$ cat config.mk
export PLATFORM = sky130hd
export DESIGN_NAME = sdidma_top
export DESIGN_NICKNAME = d
export VERILOG_FILES = /design/src/sdidma_pkg.sv /design/src/sdidma_flag.sv /design/src/sdidma_edge_cfg.sv /design/src/sdidma_top.sv
export SDC_FILE = /design/constraint.sdc
export NUM_CORES = 1
export LEC_CHECK = 0
export BUFFER_PORTS_ARGS = -buffer_cell sky130_fd_sc_hd__buf_2
export CORE_MARGIN = 10
export CORE_UTILIZATION = 45
export DETAILED_ROUTE_END_ITERATION = 10
export GPL_TIMING_DRIVEN = 0
export HOLD_SLACK_MARGIN = 0.12
export PLACE_DENSITY_LB_ADDON = 0.25
export SLEW_MARGIN = 20
export SYNTH_ARGS = -nofsm -noshare
export SYNTH_HDL_FRONTEND = slang
export SYNTH_SLANG_ARGS = --single-unit
$ cat constraint.sdc
create_clock -name pclk -period 1.86 [get_ports pclk]
set_input_delay 0.279 -clock pclk [delete_from_list [all_inputs] [get_ports pclk]]
set_output_delay 0.279 -clock pclk [all_outputs]
set_load 0.05 [all_outputs]
$ cat src/sdidma_pkg.sv
// Package for the DMA interrupt status block: offsets, fields, resets.
// Assumes an APB slave with 32-bit data and one word per register.
package sdidma_pkg;

  localparam logic [11:0] off_dma_status    = 12'h08c;
  localparam logic [11:0] off_dma_int_en    = 12'h090;
  localparam logic [11:0] off_desc_ptr      = 12'h094;
  localparam logic [11:0] off_buf_ptr       = 12'h098;
  localparam logic [11:0] off_edge_config   = 12'h800;

  // Status and enable bit positions
  localparam int bit_tx_done     = 0;
  localparam int bit_rx_done     = 1;
  localparam int bit_bus_fault   = 2;
  localparam int bit_no_desc     = 4;
  localparam int bit_card_fault  = 5;
  localparam int bit_normal      = 8;
  localparam int bit_abnormal    = 9;
  localparam int code_lsb        = 10;
  localparam int code_msb        = 12;
  localparam int own_bit         = 31;

  localparam logic [2:0] code_tx_abort = 3'h1;
  localparam logic [2:0] code_rx_abort = 3'h2;
  localparam logic [2:0] code_none     = 3'h0;

  // Edge configuration fields
  localparam int per_lsb = 0;
  localparam int low_lsb = 4;
  localparam int high_lsb = 8;
  localparam int slf_lsb = 12;
  localparam int sam_lsb = 15;
  localparam int drv_lsb = 18;

  localparam logic [31:0] zero_word      = 32'h0000_0000;
  localparam logic [31:0] edge_reset     = 32'h0000_0000;
  localparam logic [31:0] int_en_mask    = 32'h0000_0337;
  localparam logic [31:0] edge_mask      = 32'h001f_ffff;
  localparam logic [6:0]  card_none      = 7'h00;

  typedef logic [2:0] sdidma_phase_type;

endpackage : sdidma_pkg

$ cat src/sdidma_flag.sv
// One sticky status flag: set by an event, cleared by writing one.
// Assumes set and clear arrive synchronous to pclk.
`timescale 1ns/1ns
module sdidma_flag (
  input  wire logic pclk,
  input  wire logic presetn,
  input  wire logic set,
  input  wire logic clear,
  output logic      flag
);
  typedef struct packed {
    logic f;
  } sdidma_flag_state_type;

  sdidma_flag_state_type state;
  sdidma_flag_state_type next_state;

  always_comb begin
    next_state = state;
    // Set wins over a clear in the same cycle
    if (clear) begin
      next_state.f = 1'b0;
    end
    if (set) begin
      next_state.f = 1'b1;
    end
  end

  always_ff @(posedge pclk or negedge presetn) begin
    if (!presetn) begin
      state <= '0;
    end else begin
      state <= next_state;
    end
  end

  assign flag = state.f;
endmodule : sdidma_flag

$ cat src/sdidma_edge_cfg.sv
// Card clock divider edge and phase configuration register.
// Assumes the APB decode in the parent supplies the write strobe.
`timescale 1ns/1ns
module sdidma_edge_cfg (
  input  wire logic        pclk,
  input  wire logic        presetn,
  input  wire logic        wr,
  input  wire logic [31:0] wdata,
  output logic      [31:0] value,
  output logic      [3:0]  divider_period_count,
  output logic      [3:0]  divider_low_count,
  output logic      [3:0]  divider_high_count,
  output logic      [2:0]  internal_phase_select,
  output logic      [2:0]  sample_phase_select,
  output logic      [2:0]  drive_phase_select
);
  typedef struct packed {
    logic [31:0] word;
  } sdidma_edge_state_type;

  sdidma_edge_state_type state;
  sdidma_edge_state_type next_state;

  always_comb begin
    next_state = state;
    // Software keeps low > high and period == low
    if (wr) begin
      next_state.word = wdata & sdidma_pkg::edge_mask;
    end
  end

  always_ff @(posedge pclk or negedge presetn) begin
    if (!presetn) begin
      state <= sdidma_pkg::edge_reset;
    end else begin
      state <= next_state;
    end
  end

  assign value = state.word;
  assign divider_period_count  = state.word[sdidma_pkg::per_lsb +: 4];
  assign divider_low_count     = state.word[sdidma_pkg::low_lsb +: 4];
  assign divider_high_count    = state.word[sdidma_pkg::high_lsb +: 4];
  assign internal_phase_select = state.word[sdidma_pkg::slf_lsb +: 3];
  assign sample_phase_select   = state.word[sdidma_pkg::sam_lsb +: 3];
  assign drive_phase_select    = state.word[sdidma_pkg::drv_lsb +: 3];
endmodule : sdidma_edge_cfg

$ cat src/sdidma_top.sv
// Interrupt status, enable and pointer registers of the descriptor DMA.
// Assumes an APB master on pclk and event pulses from the DMA and card unit.
//
// What this block does
// Abnormal summary is OR of enabled bus fault and no-descriptor flags.
// Normal summary is OR of enabled transmit-done and receive-done flags.
// Summary bits are sticky, write one clears; software reclears them.
// Card fault summary is OR of seven card causes; write one clears.
// With card fault enable set, DMA aborts on card response error.
// No-descriptor flag sets when descriptor ownership bit 31 is zero.
// Bus fault sets flag, records 3-bit code at 12:10, halts bus.
// Receive-done flag sets when a descriptor is received; write one clears.
// Transmit-done flag sets when a descriptor is sent; write one clears.
// Abnormal group enable gates bus fault and no-descriptor enables.
// Normal group enable gates transmit-done and receive-done enables.
// Each cause except card fault needs its own enable and its group enable.
// Card fault enable turns the card fault summary interrupt on.
// Read-only descriptor pointer tracks current descriptor; zero at reset.
// Read-only buffer pointer tracks current buffer; zero at reset.
// Software programs low count above high, period equal to low.
// Separate internal, sample and drive phase selects: 90, 180, 270.
// Bus fault code 001 tx abort, 010 rx abort; valid while flag.
// One interrupt output high while any enabled summary bit is set.
`timescale 1ns/1ns
module sdidma_top (
  input  wire logic        pclk,
  input  wire logic        presetn,
  input  wire logic        psel,
  input  wire logic        penable,
  input  wire logic        pwrite,
  input  wire logic [11:0] paddr,
  input  wire logic [31:0] pwdata,
  output logic      [31:0] prdata,
  output logic             pready,
  output logic             pslverr,
  input  wire logic        tx_done,
  input  wire logic        rx_done,
  input  wire logic        desc_fetched,
  input  wire logic [31:0] descriptor_word_zero,
  input  wire logic        host_abort_tx,
  input  wire logic        host_abort_rx,
  input  wire logic [6:0]  card_causes,
  input  wire logic        card_response_error,
  input  wire logic        desc_ptr_load,
  input  wire logic [31:0] desc_ptr_value,
  input  wire logic        buf_ptr_load,
  input  wire logic [31:0] buf_ptr_value,
  output logic             dma_abort,
  output logic             bus_halt,
  output logic             irq,
  output logic      [3:0]  divider_period_count,
  output logic      [3:0]  divider_low_count,
  output logic      [3:0]  divider_high_count,
  output logic      [2:0]  internal_phase_select,
  output logic      [2:0]  sample_phase_select,
  output logic      [2:0]  drive_phase_select
);
  typedef struct packed {
    logic        tx_done_enable;
    logic        rx_done_enable;
    logic        bus_fault_enable;
    logic        no_descriptor_enable;
    logic        card_fault_enable;
    logic        normal_group_enable;
    logic        abnormal_group_enable;
    logic [2:0]  bus_fault_code;
    logic [31:0] descriptor_pointer;
    logic [31:0] buffer_pointer;
    logic [31:0] rdata;
    logic        abort;
  } sdidma_state_type;

  sdidma_state_type state;
  sdidma_state_type next_state;

  logic        wr_access;
  logic        rd_access;
  logic        mapped;
  logic        wr_status;
  logic        wr_edge;
  logic [31:0] edge_value;
  logic [31:0] status_word;
  logic [31:0] enable_word;
  logic        bus_fault_event;
  logic        no_desc_event;
  logic        card_event;
  logic        en_tx;
  logic        en_rx;
  logic        en_bus;
  logic        en_desc;
  logic        normal_set;
  logic        abnormal_set;

  // Flags in order: tx, rx, bus fault, no desc, card, normal, abnormal
  localparam int n_flags = 7;
  logic [n_flags-1:0] flag_set;
  logic [n_flags-1:0] flag_clr;
  logic [n_flags-1:0] flags;
  logic [n_flags-1:0] flag_pos_hit;
  int                 flag_pos [n_flags];

  assign flag_pos[0] = sdidma_pkg::bit_tx_done;
  assign flag_pos[1] = sdidma_pkg::bit_rx_done;
  assign flag_pos[2] = sdidma_pkg::bit_bus_fault;
  assign flag_pos[3] = sdidma_pkg::bit_no_desc;
  assign flag_pos[4] = sdidma_pkg::bit_card_fault;
  assign flag_pos[5] = sdidma_pkg::bit_normal;
  assign flag_pos[6] = sdidma_pkg::bit_abnormal;

  assign wr_access = psel && penable && pwrite;
  assign rd_access = psel && !penable && !pwrite;
  assign wr_status = wr_access && (paddr == sdidma_pkg::off_dma_status);
  assign wr_edge   = wr_access && (paddr == sdidma_pkg::off_edge_config);
  assign mapped    = (paddr == sdidma_pkg::off_dma_status)
                  || (paddr == sdidma_pkg::off_dma_int_en)
                  || (paddr == sdidma_pkg::off_desc_ptr)
                  || (paddr == sdidma_pkg::off_buf_ptr)
                  || (paddr == sdidma_pkg::off_edge_config);

  // Raw events
  assign no_desc_event = desc_fetched
                      && !descriptor_word_zero[sdidma_pkg::own_bit];
  assign bus_fault_event = host_abort_tx || host_abort_rx;
  assign card_event = |card_causes;

  // Individual enables qualified by their group
  assign en_tx   = state.tx_done_enable && state.normal_group_enable;
  assign en_rx   = state.rx_done_enable && state.normal_group_enable;
  assign en_bus  = state.bus_fault_enable
                && state.abnormal_group_enable;
  assign en_desc = state.no_descriptor_enable
                && state.abnormal_group_enable;

  assign normal_set   = (flags[0] && en_tx) || (flags[1] && en_rx);
  assign abnormal_set = (flags[2] && en_bus) || (flags[3] && en_desc);

  assign flag_set[0] = tx_done;
  assign flag_set[1] = rx_done;
  assign flag_set[2] = bus_fault_event;
  assign flag_set[3] = no_desc_event;
  assign flag_set[4] = card_event;
  assign flag_set[5] = normal_set;
  assign flag_set[6] = abnormal_set;

  genvar gi;
  generate
    for (gi = 0; gi < n_flags; gi++) begin : g_flag
      assign flag_pos_hit[gi] = pwdata[flag_pos[gi]];
      assign flag_clr[gi] = wr_status && flag_pos_hit[gi];
      sdidma_flag u_flag (
        .pclk    (pclk),
        .presetn (presetn),
        .set     (flag_set[gi]),
        .clear   (flag_clr[gi]),
        .flag    (flags[gi])
      );
    end
  endgenerate

  sdidma_edge_cfg u_edge (
    .pclk                  (pclk),
    .presetn               (presetn),
    .wr                    (wr_edge),
    .wdata                 (pwdata),
    .value                 (edge_value),
    .divider_period_count  (divider_period_count),
    .divider_low_count     (divider_low_count),
    .divider_high_count    (divider_high_count),
    .internal_phase_select (internal_phase_select),
    .sample_phase_select   (sample_phase_select),
    .drive_phase_select    (drive_phase_select)
  );

  always_comb begin
    status_word = sdidma_pkg::zero_word;
    status_word[sdidma_pkg::bit_tx_done]    = flags[0];
    status_word[sdidma_pkg::bit_rx_done]    = flags[1];
    status_word[sdidma_pkg::bit_bus_fault]  = flags[2];
    status_word[sdidma_pkg::bit_no_desc]    = flags[3];
    status_word[sdidma_pkg::bit_card_fault] = flags[4];
    status_word[sdidma_pkg::bit_normal]     = flags[5];
    status_word[sdidma_pkg::bit_abnormal]   = flags[6];
    // Code reads only while the bus fault flag stands
    if (flags[2]) begin
      status_word[sdidma_pkg::code_msb:sdidma_pkg::code_lsb] =
        state.bus_fault_code;
    end
  end

  always_comb begin
    enable_word = sdidma_pkg::zero_word;
    enable_word[sdidma_pkg::bit_tx_done]    = state.tx_done_enable;
    enable_word[sdidma_pkg::bit_rx_done]    = state.rx_done_enable;
    enable_word[sdidma_pkg::bit_bus_fault]  = state.bus_fault_enable;
    enable_word[sdidma_pkg::bit_no_desc]    = state.no_descriptor_enable;
    enable_word[sdidma_pkg::bit_card_fault] = state.card_fault_enable;
    enable_word[sdidma_pkg::bit_normal]     = state.normal_group_enable;
    enable_word[sdidma_pkg::bit_abnormal]   = state.abnormal_group_enable;
  end

  always_comb begin
    next_state = state;
    if (wr_access && (paddr == sdidma_pkg::off_dma_int_en)) begin
      next_state.tx_done_enable = pwdata[sdidma_pkg::bit_tx_done];
      next_state.rx_done_enable = pwdata[sdidma_pkg::bit_rx_done];
      next_state.bus_fault_enable = pwdata[sdidma_pkg::bit_bus_fault];
      next_state.no_descriptor_enable = pwdata[sdidma_pkg::bit_no_desc];
      next_state.card_fault_enable = pwdata[sdidma_pkg::bit_card_fault];
      next_state.normal_group_enable = pwdata[sdidma_pkg::bit_normal];
      next_state.abnormal_group_enable = pwdata[sdidma_pkg::bit_abnormal];
    end
    // Latest abort type is kept; transmit wins when both arrive
    if (host_abort_tx) begin
      next_state.bus_fault_code = sdidma_pkg::code_tx_abort;
    end else if (host_abort_rx) begin
      next_state.bus_fault_code = sdidma_pkg::code_rx_abort;
    end else if (flag_clr[2] && !flags[2]) begin
      next_state.bus_fault_code = sdidma_pkg::code_none;
    end
    if (desc_ptr_load) begin
      next_state.descriptor_pointer = desc_ptr_value;
    end
    if (buf_ptr_load) begin
      next_state.buffer_pointer = buf_ptr_value;
    end
    // Abort to the DMA engine follows the card response error one cycle later, while card fault enable is set, for as long as it is held
    next_state.abort = card_response_error && state.card_fault_enable;
    if (rd_access) begin
      unique case (paddr)
        sdidma_pkg::off_dma_status:  next_state.rdata = status_word;
        sdidma_pkg::off_dma_int_en:  next_state.rdata = enable_word;
        sdidma_pkg::off_desc_ptr:    next_state.rdata =
                                       state.descriptor_pointer;
        sdidma_pkg::off_buf_ptr:     next_state.rdata = state.buffer_pointer;
        sdidma_pkg::off_edge_config: next_state.rdata = edge_value;
        default:                     next_state.rdata = sdidma_pkg::zero_word;
      endcase
    end
  end

  always_ff @(posedge pclk or negedge presetn) begin
    if (!presetn) begin
      state <= '0;
    end else begin
      state <= next_state;
    end
  end

  assign prdata   = state.rdata;
  assign pready   = 1'b1;
  assign pslverr  = psel && penable && !mapped;
  assign dma_abort = state.abort;
  assign bus_halt = flags[2];
  assign irq = (flags[5] && state.normal_group_enable)
            || (flags[6] && state.abnormal_group_enable)
            || (flags[4] && state.card_fault_enable);
endmodule : sdidma_top

==> impl_metrics.csv <==
group,metric,value,unit
grt,grt_use_met1,0.2595,
synth,syn-instance-count,492,
critical_path,worstReg2RegStart,"g_flag[2].u_flag.flag$_DFFE_PN0P_",
synth,async_flop_share,1.000,
routing,first_pass_iters,5,
synth,synth_seq_cells,134,
synth,syn-cell-area,0.006111,mm²
power,finalPower,7.414,mW
critical_path,critPathMaxFanout,4,
critical_path,arrival,1.56,ns
final_layout,nFillCells,992,
timing,final_max_slew_viol_count,0,
grt,grt_most_used_layer,"met2",
critical_path,required,1.58,ns
grt,grt_use_met3,0.06672,
critical_path,r2r_end,"prdata[11]$_DFFE_PN0P_",
timing,fmax,543.7,MHz
floorplan,std_cell_rows,42,
routing,vias_per_cell,5.356,
synth,synth_nets,652,
synth,yosysWarnings,0,
place,port_buffers,171,
critical_path,cp-startpoint,"paddr[5]",
run,maxCapViolCount,0,
critical_path,worst_path_max_delay_cell,"or4_4",
routing,vias,5185,
critical_path,critPathMaxStageDelay,0.58,ns
synth,ys_seq_area_frac,0.5487,
routing,wl_per_cell,19.94,µm
critical_path,reg2reg_depth,3,
final_layout,area_delta_synth_final,45.64,%
timing,setup_viol,0,
synth,synth_cell_type_count,48,
place,post-place-ws,-0.7868,ns
timing,hold_viol_final,0,
floorplan,die_width,136.5,µm
place,dpl.hpwl,13400,µm
clock_tree,clock_sinks,134,
routing,final_antenna_net_count,0,
timing,finalCritPeriodShare,0.9888,
critical_path,r2r_slack,0.70,ns
grt,grt_usage,0.2104,
timing,relSlewSlack,0.3958,
grt,grt_overflow_total,0,
clock_tree,clockRootBuffer,"clkbuf_16",
final_layout,drive_gt1_frac,0.4203,
timing,worstMarginPinSlew,0.8980,ns
grt,use_met2,0.3412,
synth,synth-edff-count,0,
clock_tree,path_clk_slew,0.05,ns
clock_tree,cts_made_buffers,17,
final_layout,layout_common_cells,"buf_2, dfrtp_1, dlygate4sd3_1",
timing,layout_setup_ws,0.02090,ns
clock_tree,cts_tree,"yes",
timing,fin_tns_setup,0,ns
clock_tree,htree_levels,4,
floorplan,fp.dieH,136.5,µm
critical_path,end_kind,"output pin",
floorplan,core_area,0.01330,mm²
power,power_density,833.1,mW/mm²
min_path,hold_depth,4,
floorplan,io_pins,218,
critical_path,crit_path_start_kind,"primary input",
routing,drt-total-wl,19300,µm
min_path,hold_path.class,"in -> reg",
critical_path,path_class,"in -> out",
place,gp_congestion,0.8303,
timing,fin_crit,1.839,ns
timing,rsz0062_at_grt,"true",
power,power_leakage,4.226,nW
final_layout,nNetsFinal,938,
power,vdd_drop_max,627.0,µV
critical_path,cp_cell_sequence,"buf_2, or4_4, o311ai_4, a31oi_2, buf_6",
grt,grt_max_degree,74,
timing,finalClockSkew,0.008319,ns
clock_tree,cts_buffer_depth,2,
synth,avgSynthCellArea,12.42,µm²
floorplan,start_util,0.4596,
grt,grt_pass1_wl,30300,µm
floorplan,die_area,0.01864,mm²
critical_path,worstSetupEndpoint,"pslverr",
clock_tree,clk-insertion-delay-late,0.43,ns
synth,synthFlopType,"dfrtp_1",
grt,grt_pass1_vias,5562,
routing,drt_iter0_markers,263,
grt,antenna_found_initial,0,
final_layout,final_common_cell,"buf_2",
outcome,status,"complete, no violations",
routing,drcViolationCount,0,
-- how the worst min path moves through the flow --
stage | slack, ns | to | startpoint
finish | 0.13 | g_flag[4].u_flag.flag$_DFFE_PN0P_ | card_causes[6]
global route | 0.15 | g_flag[4].u_flag.flag$_DFFE_PN0P_ | card_causes[6]
CTS | 0.12 | g_flag[4].u_flag.flag$_DFFE_PN0P_ | card_causes[6]
detailed placement | 0.24 | dma_abort$_DFF_PN0_ | presetn
global placement | 0.46 | g_flag[1].u_flag.flag$_DFFE_PN0P_ | rx_done
floorplan | -0.02 | dma_abort$_DFF_PN0_ | presetn
-- report_power, final --
group | total (mW) | switching, mW | internal (mW) | leakage (nW)
Clock | 3.37 | 1.27 | 2.10 | 0.277
Sequential | 3.18 | 0.0948 | 3.08 | 1.68
Combinational | 0.865 | 0.408 | 0.457 | 2.27
Total | 7.41 | 1.77 | 5.64 | 4.23
-- registers in the layout, summed over array words and instances, names as in the netlist --
register / flops
prdata: 32
g_flag.u_flag.flag: 7
enable_word: 7
dma_abort: 1
state: 66
u_edge.value: 21
-- layer usage --
layer / routed length [µm] / vias to the layer above
li1: - / 2353
met1: 7955 / 2565
met2: 9430 / 230
met3: 1521 / 37
met4: 396 / 0
met5: 0 / -
-- kinds of logic (layout without fill, tap and decap cells) --
group                  count (synthesis)  count (layout)  synth area share
DFF                                  134             134            0.5487
muxes                                 99              99            0.1816
AOI/OAI and AO/OA                    109             109            0.1276
buffers and inverters                 65             363           0.06163
and+or+nand+nor                       84              84           0.07985
other                                  1               3         0.0006137
-- final cells by class --
class / instances / area [µm²] / share of cell area
buffer: 59 / 377.9 / 0.04246
multi-input combinational: 293 / 2469 / 0.2774
antenna: 2 / 5.005 / 0.0005624
sequential: 134 / 3353 / 0.3768
clock inverter: 11 / 152.6 / 0.01715
tap: 176 / 220.2 / 0.02474
timing repair buffer: 270 / 1874 / 0.2106
clock buffer: 20 / 436.7 / 0.04907
inverter: 3 / 11.26 / 0.001265
-- metrics by stage --
step                        util  std cells  area [µm²]  hold WS (ns)
final                     0.6694        968        8900        0.1340
after global routing      0.6690        966        8895        0.1544
after CTS                 0.6661        964        8856        0.1200
after detailed placement  0.5447        840        7242        0.2432
after global placement    0.5419        839        7204        0.4577
after floorplan                -        492        6128      -0.01659
-- worst max-delay path, delay by kind of cell --
family / cells / cell delay, ns
AO/OA/AOI/OAI: 2 / 0.37
buffers and inverters: 2 / 0.32
AND/OR/NAND/NOR: 1 / 0.58
-- what timing repair did --
item / 4_1_cts / 5_1_grt
setup buffers: 2 / 4
pin swaps: 4 / 5
gates resized for setup: 22 / 11
hold buffers: 92 / 0
endpoints found under the setup margin: 42 / 45
hold endpoints to repair: 157 / 0
-- cell usage after synthesis, types with 2 or more instances --
master     count  area share
mux2_2        67        0.12
or4b_1         2      0.0033
a21o_1         3      0.0037
a32oi_1        4      0.0057
buf_4         33       0.041
dfrtp_1      134        0.55
o21ai_1       26       0.021
a22o_1        23       0.033
mux2i_1        4      0.0066
nor4b_2        3      0.0074
nor4_1         2      0.0020
and2_1         2      0.0020
a32o_1         2      0.0033
nand2_1       36       0.022
buf_1          6      0.0037
nand2b_1       2      0.0020
a21oi_1        9      0.0074
or4_1          2      0.0025
a22oi_1       25       0.031
nand3b_1       2      0.0025
mux2_1        28       0.052
inv_1          3      0.0018
nor3_1         3      0.0025
a31oi_1        5      0.0051
a221oi_1       3      0.0043
nand3_1        4      0.0033
buf_2          7      0.0057
nor2_1        14      0.0086
clkbuf_1      16      0.0098
o2bb2ai_1      4      0.0057
No activity file was read; power rests on OpenSTA's default activity.
